### config.mk
export PLATFORM = sky130hd
export DESIGN_NAME = boundary_scan_tap
export DESIGN_NICKNAME = d
export VERILOG_FILES = /design/src/hdl/tap_pkg.sv /design/src/hdl/boundary_scan_tap.sv /design/src/hdl/boundary_scan_register.sv
export SDC_FILE = /design/constraint.sdc
export NUM_CORES = 1
export LEC_CHECK = 0
export BUFFER_PORTS_ARGS = -buffer_cell sky130_fd_sc_hd__buf_4
export CAP_MARGIN = 20
export CELL_PAD_IN_SITES_DETAIL_PLACEMENT = 1
export CELL_PAD_IN_SITES_GLOBAL_PLACEMENT = 2
export CORE_MARGIN = 1.5
export CORE_UTILIZATION = 35
export CTS_BUF_LIST = sky130_fd_sc_hd__clkbuf_8
export DETAILED_ROUTE_END_ITERATION = 10
export PLACE_DENSITY = 0.89
export RECOVER_POWER = 100
export SETUP_SLACK_MARGIN = 0.5
export SLEW_MARGIN = 0
export SYNTH_ARGS = -nofsm -noshare
export SYNTH_HDL_FRONTEND = slang
export SYNTH_SLANG_ARGS = --single-unit
### constraint.sdc
create_clock -name clk -period 1.8 [get_ports clk]
set_clock_uncertainty 0.05 [all_clocks]
set_input_delay 0.36 -clock clk [delete_from_list [all_inputs] [get_ports clk]]
set_output_delay 0.36 -clock clk [all_outputs]
set_load 0.1 [all_outputs]
### src/hdl/tap_pkg.sv
// Constants and types shared by the boundary-scan test access port.
package tap_pkg;

   localparam int IR_WIDTH = 3;
   localparam int ID_WIDTH = 32;
   localparam int PIN_IN_COUNT = 4;
   localparam int PIN_OUT_COUNT = 4;

   localparam int BSR_IN_LSB = 0;
   localparam int BSR_OUT_LSB = PIN_IN_COUNT;
   localparam int BSR_OE_LSB = PIN_IN_COUNT + PIN_OUT_COUNT;
   localparam int BSR_LEN = PIN_IN_COUNT + 2 * PIN_OUT_COUNT;

   localparam logic [IR_WIDTH-1:0] INSTR_EXTEST = 3'h0;
   localparam logic [IR_WIDTH-1:0] INSTR_IDCODE = 3'h1;
   localparam logic [IR_WIDTH-1:0] INSTR_SAMPLE = 3'h2;
   localparam logic [IR_WIDTH-1:0] INSTR_CLAMP = 3'h3;
   localparam logic [IR_WIDTH-1:0] INSTR_HIGHZ = 3'h4;
   localparam logic [IR_WIDTH-1:0] INSTR_BYPASS = 3'h7;
   localparam logic [IR_WIDTH-1:0] IR_CAPTURE_VALUE = 3'h1;

   // Identity fields; the values are arbitrary.
   localparam logic [3:0] ID_REVISION = 4'h0;
   localparam logic [15:0] ID_PART_CODE = 16'h5A5A;
   localparam logic [10:0] ID_MAKER_CODE = 11'h155;
   localparam logic [0:0] ID_FIXED_BIT = 1'h1;
   localparam logic [ID_WIDTH-1:0] ID_VALUE =
      {ID_REVISION, ID_PART_CODE, ID_MAKER_CODE, ID_FIXED_BIT};

   localparam logic [0:0] BYPASS_CAPTURE_VALUE = 1'h0;
   localparam logic [BSR_LEN-1:0] BSR_RESET_VALUE = 12'h000;

   typedef enum logic [3:0] {
      TEST_LOGIC_RESET,
      RUN_TEST_IDLE,
      SELECT_DR_SCAN,
      CAPTURE_DR,
      SHIFT_DR,
      EXIT1_DR,
      PAUSE_DR,
      EXIT2_DR,
      UPDATE_DR,
      SELECT_IR_SCAN,
      CAPTURE_IR,
      SHIFT_IR,
      EXIT1_IR,
      PAUSE_IR,
      EXIT2_IR,
      UPDATE_IR
   } tap_state_type;

endpackage

### src/hdl/boundary_scan_tap.sv
// Test access port controller with instruction, bypass and id registers.
`timescale 1ns/1ps
module boundary_scan_tap
   import tap_pkg::*;
(
   input wire logic clk,
   input wire logic rstn,
   input wire logic test_clock,
   input wire logic test_mode_select,
   input wire logic test_data_in,
   input wire logic test_reset_n,
   input wire logic [PIN_IN_COUNT-1:0] pin_in,
   input wire logic [PIN_OUT_COUNT-1:0] core_out,
   input wire logic [PIN_OUT_COUNT-1:0] core_out_en,
   output logic test_data_out,
   output logic test_data_out_en,
   output logic [PIN_OUT_COUNT-1:0] pin_out,
   output logic [PIN_OUT_COUNT-1:0] pin_out_en
);

   // Every register of the port except the boundary-scan chain lives in this one image.
   typedef struct packed {
      logic tck_meta;
      logic tck_sync;
      logic tck_prev;
      logic tms_meta;
      logic tms_sync;
      logic tdi_meta;
      logic tdi_sync;
      logic trst_meta;
      logic trst_sync;
      logic [PIN_IN_COUNT-1:0] pin_meta;
      logic [PIN_IN_COUNT-1:0] pin_sync;
      tap_state_type state;
      logic [IR_WIDTH-1:0] ir_shift;
      logic [IR_WIDTH-1:0] ir;
      logic bypass;
      logic [ID_WIDTH-1:0] id_shift;
      logic [ID_WIDTH-1:0] id_latch;
      logic tdo;
      logic tdo_en;
      logic [PIN_OUT_COUNT-1:0] pin_out;
      logic [PIN_OUT_COUNT-1:0] pin_out_en;
   } tap_regs_type;

   // Samplers start at the idle pin levels with test reset sampled low, so no false edge follows reset.
   localparam tap_regs_type TAP_REGS_RESET = '{
      tck_meta: 1'h0,
      tck_sync: 1'h0,
      tck_prev: 1'h0,
      tms_meta: 1'h1,
      tms_sync: 1'h1,
      tdi_meta: 1'h1,
      tdi_sync: 1'h1,
      trst_meta: 1'h0,
      trst_sync: 1'h0,
      pin_meta: 4'h0,
      pin_sync: 4'h0,
      state: TEST_LOGIC_RESET,
      ir_shift: IR_CAPTURE_VALUE,
      ir: INSTR_IDCODE,
      bypass: BYPASS_CAPTURE_VALUE,
      id_shift: ID_VALUE,
      id_latch: ID_VALUE,
      tdo: 1'h0,
      tdo_en: 1'h0,
      pin_out: 4'h0,
      pin_out_en: 4'h0
   };

   // Current and next image of the port registers.
   tap_regs_type r;
   tap_regs_type next_r;

   // Edge strobes, instruction selects and boundary-scan hook-up.
   logic tck_rise;
   logic tck_fall;
   logic sel_bsr;
   logic sel_id;
   logic sel_bypass;
   logic bsr_capture;
   logic bsr_shift;
   logic bsr_update;
   logic bsr_serial_out;
   logic [BSR_LEN-1:0] bsr_capture_data;
   logic [BSR_LEN-1:0] bsr_parallel;
   logic [PIN_OUT_COUNT-1:0] bsr_out;
   logic [PIN_OUT_COUNT-1:0] bsr_oe;

   // Next controller state for one rising edge of the test clock.
   function automatic tap_state_type tap_next(input tap_state_type s,
                                              input logic tms);
      tap_state_type n;
      n = s;
      case (s)
         TEST_LOGIC_RESET: begin
            n = tms ? TEST_LOGIC_RESET : RUN_TEST_IDLE;
         end
         RUN_TEST_IDLE: begin
            n = tms ? SELECT_DR_SCAN : RUN_TEST_IDLE;
         end
         SELECT_DR_SCAN: begin
            n = tms ? SELECT_IR_SCAN : CAPTURE_DR;
         end
         CAPTURE_DR: begin
            n = tms ? EXIT1_DR : SHIFT_DR;
         end
         SHIFT_DR: begin
            n = tms ? EXIT1_DR : SHIFT_DR;
         end
         EXIT1_DR: begin
            n = tms ? UPDATE_DR : PAUSE_DR;
         end
         PAUSE_DR: begin
            n = tms ? EXIT2_DR : PAUSE_DR;
         end
         EXIT2_DR: begin
            n = tms ? UPDATE_DR : SHIFT_DR;
         end
         UPDATE_DR: begin
            n = tms ? SELECT_DR_SCAN : RUN_TEST_IDLE;
         end
         SELECT_IR_SCAN: begin
            n = tms ? TEST_LOGIC_RESET : CAPTURE_IR;
         end
         CAPTURE_IR: begin
            n = tms ? EXIT1_IR : SHIFT_IR;
         end
         SHIFT_IR: begin
            n = tms ? EXIT1_IR : SHIFT_IR;
         end
         EXIT1_IR: begin
            n = tms ? UPDATE_IR : PAUSE_IR;
         end
         PAUSE_IR: begin
            n = tms ? EXIT2_IR : PAUSE_IR;
         end
         EXIT2_IR: begin
            n = tms ? UPDATE_IR : SHIFT_IR;
         end
         UPDATE_IR: begin
            n = tms ? SELECT_DR_SCAN : RUN_TEST_IDLE;
         end
         default: begin
            n = TEST_LOGIC_RESET;
         end
      endcase
      return n;
   endfunction

   // Edges of the sampled test clock; the reset pin gates every action.
   assign tck_rise = r.tck_sync & ~r.tck_prev & r.trst_sync;
   assign tck_fall = ~r.tck_sync & r.tck_prev & r.trst_sync;

   // Instruction decode; unknown codes fall back to the bypass register.
   assign sel_bsr = (r.ir == INSTR_EXTEST) || (r.ir == INSTR_SAMPLE);
   assign sel_id = (r.ir == INSTR_IDCODE);
   assign sel_bypass = ~sel_bsr & ~sel_id;

   // The boundary-scan chain acts only while its instruction is current.
   assign bsr_capture = tck_rise && (r.state == CAPTURE_DR) && sel_bsr;
   assign bsr_shift = tck_rise && (r.state == SHIFT_DR) && sel_bsr;
   assign bsr_update = tck_fall && (r.state == UPDATE_DR) && sel_bsr;

   // Capture takes the input pins and the core's output drive.
   assign bsr_capture_data = {core_out_en, core_out, r.pin_sync};

   // Output data and enable fields of the boundary-scan latch.
   assign bsr_out = bsr_parallel[BSR_OUT_LSB +: PIN_OUT_COUNT];
   assign bsr_oe = bsr_parallel[BSR_OE_LSB +: PIN_OUT_COUNT];

   // The boundary-scan register shifts from the sampled serial input.
   boundary_scan_register bsr_inst (
      .clk(clk),
      .rstn(rstn),
      .capture_en(bsr_capture),
      .shift_en(bsr_shift),
      .update_en(bsr_update),
      .serial_in(r.tdi_sync),
      .capture_data(bsr_capture_data),
      .serial_out(bsr_serial_out),
      .parallel(bsr_parallel)
   );

   always_comb begin
      next_r = r;

      // Two-stage synchronisers for every pin from outside the clock domain.
      next_r.tck_meta = test_clock;
      next_r.tck_sync = r.tck_meta;
      next_r.tck_prev = r.tck_sync;
      next_r.tms_meta = test_mode_select;
      next_r.tms_sync = r.tms_meta;
      next_r.tdi_meta = test_data_in;
      next_r.tdi_sync = r.tdi_meta;
      next_r.trst_meta = test_reset_n;
      next_r.trst_sync = r.trst_meta;
      next_r.pin_meta = pin_in;
      next_r.pin_sync = r.pin_meta;

      // A low test reset holds the controller in Test-Logic-Reset.
      if (!r.trst_sync) begin
         next_r.state = TEST_LOGIC_RESET;
      end else if (tck_rise) begin
         next_r.state = tap_next(r.state, r.tms_sync);
      end

      // Register actions on the rising edge of the test clock.
      if (tck_rise) begin
         case (r.state)
            CAPTURE_DR: begin
               if (sel_id) begin
                  next_r.id_shift = r.id_latch;
               end else if (sel_bypass) begin
                  next_r.bypass = BYPASS_CAPTURE_VALUE;
               end
            end
            SHIFT_DR: begin
               if (sel_id) begin
                  next_r.id_shift = {r.tdi_sync,
                                     r.id_shift[ID_WIDTH-1:1]};
               end else if (sel_bypass) begin
                  next_r.bypass = r.tdi_sync;
               end
            end
            CAPTURE_IR: begin
               next_r.ir_shift = IR_CAPTURE_VALUE;
            end
            SHIFT_IR: begin
               next_r.ir_shift = {r.tdi_sync,
                                  r.ir_shift[IR_WIDTH-1:1]};
            end
            default: begin
               next_r.ir_shift = r.ir_shift;
            end
         endcase
      end

      // Latch updates and output data changes on the falling edge.
      if (tck_fall) begin
         case (r.state)
            UPDATE_IR: begin
               next_r.ir = r.ir_shift;
            end
            UPDATE_DR: begin
               next_r.id_latch = ID_VALUE;
            end
            default: begin
               next_r.ir = r.ir;
            end
         endcase
         case (r.state)
            SHIFT_IR: begin
               next_r.tdo = r.ir_shift[0];
               next_r.tdo_en = 1'h1;
            end
            SHIFT_DR: begin
               if (sel_bsr) begin
                  next_r.tdo = bsr_serial_out;
               end else if (sel_id) begin
                  next_r.tdo = r.id_shift[0];
               end else begin
                  next_r.tdo = r.bypass;
               end
               next_r.tdo_en = 1'h1;
            end
            default: begin
               next_r.tdo_en = 1'h0;
            end
         endcase
      end

      // The reset state forces the identification instruction.
      if (next_r.state == TEST_LOGIC_RESET) begin
         next_r.ir = INSTR_IDCODE;
      end
      if (!r.trst_sync) begin
         next_r.tdo_en = 1'h0;
      end

      // Output pins follow the core unless the instruction takes them.
      case (r.ir)
         INSTR_EXTEST: begin
            next_r.pin_out = bsr_out;
            next_r.pin_out_en = bsr_oe;
         end
         INSTR_CLAMP: begin
            next_r.pin_out = bsr_out;
            next_r.pin_out_en = bsr_oe;
         end
         INSTR_HIGHZ: begin
            next_r.pin_out = core_out;
            next_r.pin_out_en = 4'h0;
         end
         default: begin
            next_r.pin_out = core_out;
            next_r.pin_out_en = core_out_en;
         end
      endcase
   end

   // Reset is synchronous to the system clock.
   always_ff @(posedge clk) begin
      if (!rstn) begin
         r <= TAP_REGS_RESET;
      end else begin
         r <= next_r;
      end
   end

   // Every output comes straight from the register image.
   assign test_data_out = r.tdo;
   assign test_data_out_en = r.tdo_en;
   assign pin_out = r.pin_out;
   assign pin_out_en = r.pin_out_en;

endmodule

### src/hdl/boundary_scan_register.sv
// Boundary-scan register with a shift path and a latched parallel output.
`timescale 1ns/1ps
module boundary_scan_register
   import tap_pkg::*;
(
   input wire logic clk,
   input wire logic rstn,
   input wire logic capture_en,
   input wire logic shift_en,
   input wire logic update_en,
   input wire logic serial_in,
   input wire logic [BSR_LEN-1:0] capture_data,
   output logic serial_out,
   output logic [BSR_LEN-1:0] parallel
);

   typedef struct packed {
      logic [BSR_LEN-1:0] shift;
      logic [BSR_LEN-1:0] latch;
   } bsr_state_type;

   bsr_state_type r;
   bsr_state_type next_r;

   always_comb begin
      next_r = r;
      if (capture_en) begin
         next_r.shift = capture_data;
      end else if (shift_en) begin
         next_r.shift = {serial_in, r.shift[BSR_LEN-1:1]};
      end
      if (update_en) begin
         next_r.latch = r.shift;
      end
   end

   always_ff @(posedge clk) begin
      if (!rstn) begin
         r <= {BSR_RESET_VALUE, BSR_RESET_VALUE};
      end else begin
         r <= next_r;
      end
   end

   assign serial_out = r.shift[0];
   assign parallel = r.latch;

endmodule

==> qor.txt <==
gr usage total = 17.28%
Distinct cells, synth = 43
I/O pin total = 28
routed via count = 3,123
ratio of cells with drive above 1 in the final layout = 34.06%
power per cell area = 722.3 mW/mm2
worst-path fanout max = 12
GRT overflow = 0
CP arrival = 1990 ps
Area Overhead vs Synth = 32.10%
wire length per cell = 16.28 um
most frequent cells in the layout = dfxtp_1, nor2_1, buf_4
Setup violations, final = 0
Post-Synth Simple-Gate Area = 21.71%
ant diodes = 0
pin count of the biggest net entering global routing = 51
Crit Path Category = reg -> reg
startpoint types = flop
Max Cap Viol = 0
Synth Area in Compound Gates = 15.68%
RSZ-0062 raised after global routing = yes
DP HPWL = 5530 um
Fmax = 555.9 MHz
vias in the first global route = 3,168
Non-Filler Instances = 597
post-synthesis mux area share = 8.802%
min Tclk post-route = 1799 ps
Routed Antenna Nets = 0
CTS buffer count = 9
# clock sinks = 90
Core Box Area = 0.01042 mm2
post-synthesis adder-cell area fraction = 0%
CP required = 1990 ps
DR pass1 iterations = 4
DRC = 0
placed instance count = 564
Finished Cell Area = 0.004995 mm2
first-pass GRT wire length = 15,570 um
EDFF count, synth = 0
main combinational cell family by area after synthesis = simple AND/OR/NAND/NOR gates
initial antenna violation count = 0
Ys Warns = 0
xor and xnor fraction of the mapped netlist area = 0.2316%
total nets after synthesis = 441
Worst-Margin Slew = 336.4 ps
routed wire length = 9718 um
Main synth FF type = dfxtp_1
placement-stage cell area = 0.004229 mm2
status = completed
clk buf depth = 2
CTS tree = done
most common cell after layout, fill and taps aside = dfxtp_1
VDD IR max = 0.3394 mV
worst min path class = in -> reg
Die Span Y = 106.9 um
post-synthesis sequential area ratio = 47.65%
Routability Congestion = 0.7593
IO buf count = 27
die width = 106.9 um
Clock Tree Root = clkbuf_8
drt initial violations = 125
Starting Density = 36.30%
final setup margin = 1.186 ps
Placement Rows = 37
H-Tree Depth = 3
die area = 0.01144 mm2
Yosys reg bits = 90
Worst Setup End Kind = flop
Slew Limit Headroom = 77.57%
worst skew pair latency = 360 ps
Max Slew Vio Count = 0
Mapped Area = 0.003781 mm2
fin nets = 474
Static Leak = 1.946 nW
DR vias/cell = 5.231
Cells after Synth = 423
Synth async-reset ratio = 0%
Worst-path clk slew = 90 ps
Min Hold Slack = 126.7 ps
syn avg cell area = 8.939 um2
fin crit share = 99.93%
final hold vios = 0
pre-CTS setup slack = -46.73 ps
[report_power, final]
part           total [mW]  internal, mW  switching [mW]
registers            2.03          2.01          0.0194
clock network        1.36         0.626           0.729
logic               0.220        0.0908           0.129
total                3.61          2.73           0.878
[worst max-delay path: stages (launching register included)]
cell and delay [ps]:
dfxtp_2 350, or3b_4 400, a211o_1 310, nor3_4 180, buf_4 170, buf_16 140
a211oi_1 80
[area by class of cell]
type | instances | area, um2
repair buffers | 65 | 779.5
multi-input cells | 288 | 2003
well taps | 136 | 170.2
inverters | 2 | 7.507
fillers | 1149 | 5421
clock inverters | 4 | 31.28
flip-flops and latches | 90 | 1838
clock buffers | 12 | 165.2
[registers in the layout, indices dropped and copies added, names as in the netlist]
name	flops
bsr_capture_data	4
next_r	9
bsr_inst.parallel	8
bsr_inst.r	11
test_data_out	1
bsr_inst.serial_out	1
test_data_out_en	1
r	47
pin_out_en	4
pin_out	4
[metrics by stage]
step / power (mW) / utilization (%) / setup TNS (ps)
after global placement: 2.260 / 40.60 / -66.51
final: 3.608 / 47.95 / 0
after global routing: 3.753 / 47.95 / -1572
after floorplan: 2.207 / - / 0
after CTS: 3.653 / 46.16 / 0
after detailed placement: 2.263 / 40.60 / -360.5
[timing repair]
action	in CTS	in global routing
hold buffers	0	0
endpoints found under the setup margin	83	83
endpoints found under the hold margin	0	0
cloned	1	1
pin swaps	10	12
buffers inserted	13	2
gates resized for setup	78	35
[final timing paths]
path / endpoint / cells after the start / slack [ps] / start
hold / removal: next_r[95] / 2 / 130 / test_data_in
setup reg to reg: bsr_inst.r[14] / 6 / 1 / r[82]
setup / recovery: bsr_inst.r[14] / 6 / 1 / r[82]
hold reg to reg: r[97] / 1 / 350 / next_r[97]
[cell usage after synthesis (all sizes together), types with 2 or more instances]
cell | instances | area [um2]
dfxtp | 90 | 1802
o21ai | 21 | 105.1
nor2 | 52 | 195.2
and3b | 3 | 26.28
nand2b | 8 | 50.05
nand2 | 29 | 108.9
and2 | 18 | 112.6
mux2i | 31 | 310.3
o21ba | 2 | 20.02
nand3b | 3 | 22.52
nor4b | 2 | 17.52
nor3 | 16 | 91.34
a211o | 2 | 17.52
clkbuf | 21 | 78.83
a21oi | 29 | 145.1
mux2 | 2 | 22.52
buf | 22 | 137.6
and3 | 4 | 25.02
a211oi | 18 | 175.2
nand4 | 2 | 12.51
nor2b | 3 | 18.77
nand3 | 22 | 110.1
nor3b | 2 | 15.01
a221oi | 5 | 43.79
inv | 2 | 7.510
a31oi | 3 | 18.77
[metal layers]
layer  share of wire, %  GRT usage [%]  vias to the layer above
li1                   -              -                     1528
met1                 46          20.62                     1539
met2                 50          30.13                       41
met3                2.8          4.195                       15
met4                2.1          6.095                        0
met5                  0              0                        -
[kinds of logic after synthesis]
| logic type | count (synthesis) |
|---|---|
| simple gates | 166 |
| xor+xnor | 1 |
| buf+inv | 45 |
| flops | 90 |
| compound gates | 88 |
| mux | 33 |
No activity file was read; power rests on OpenSTA's default activity.
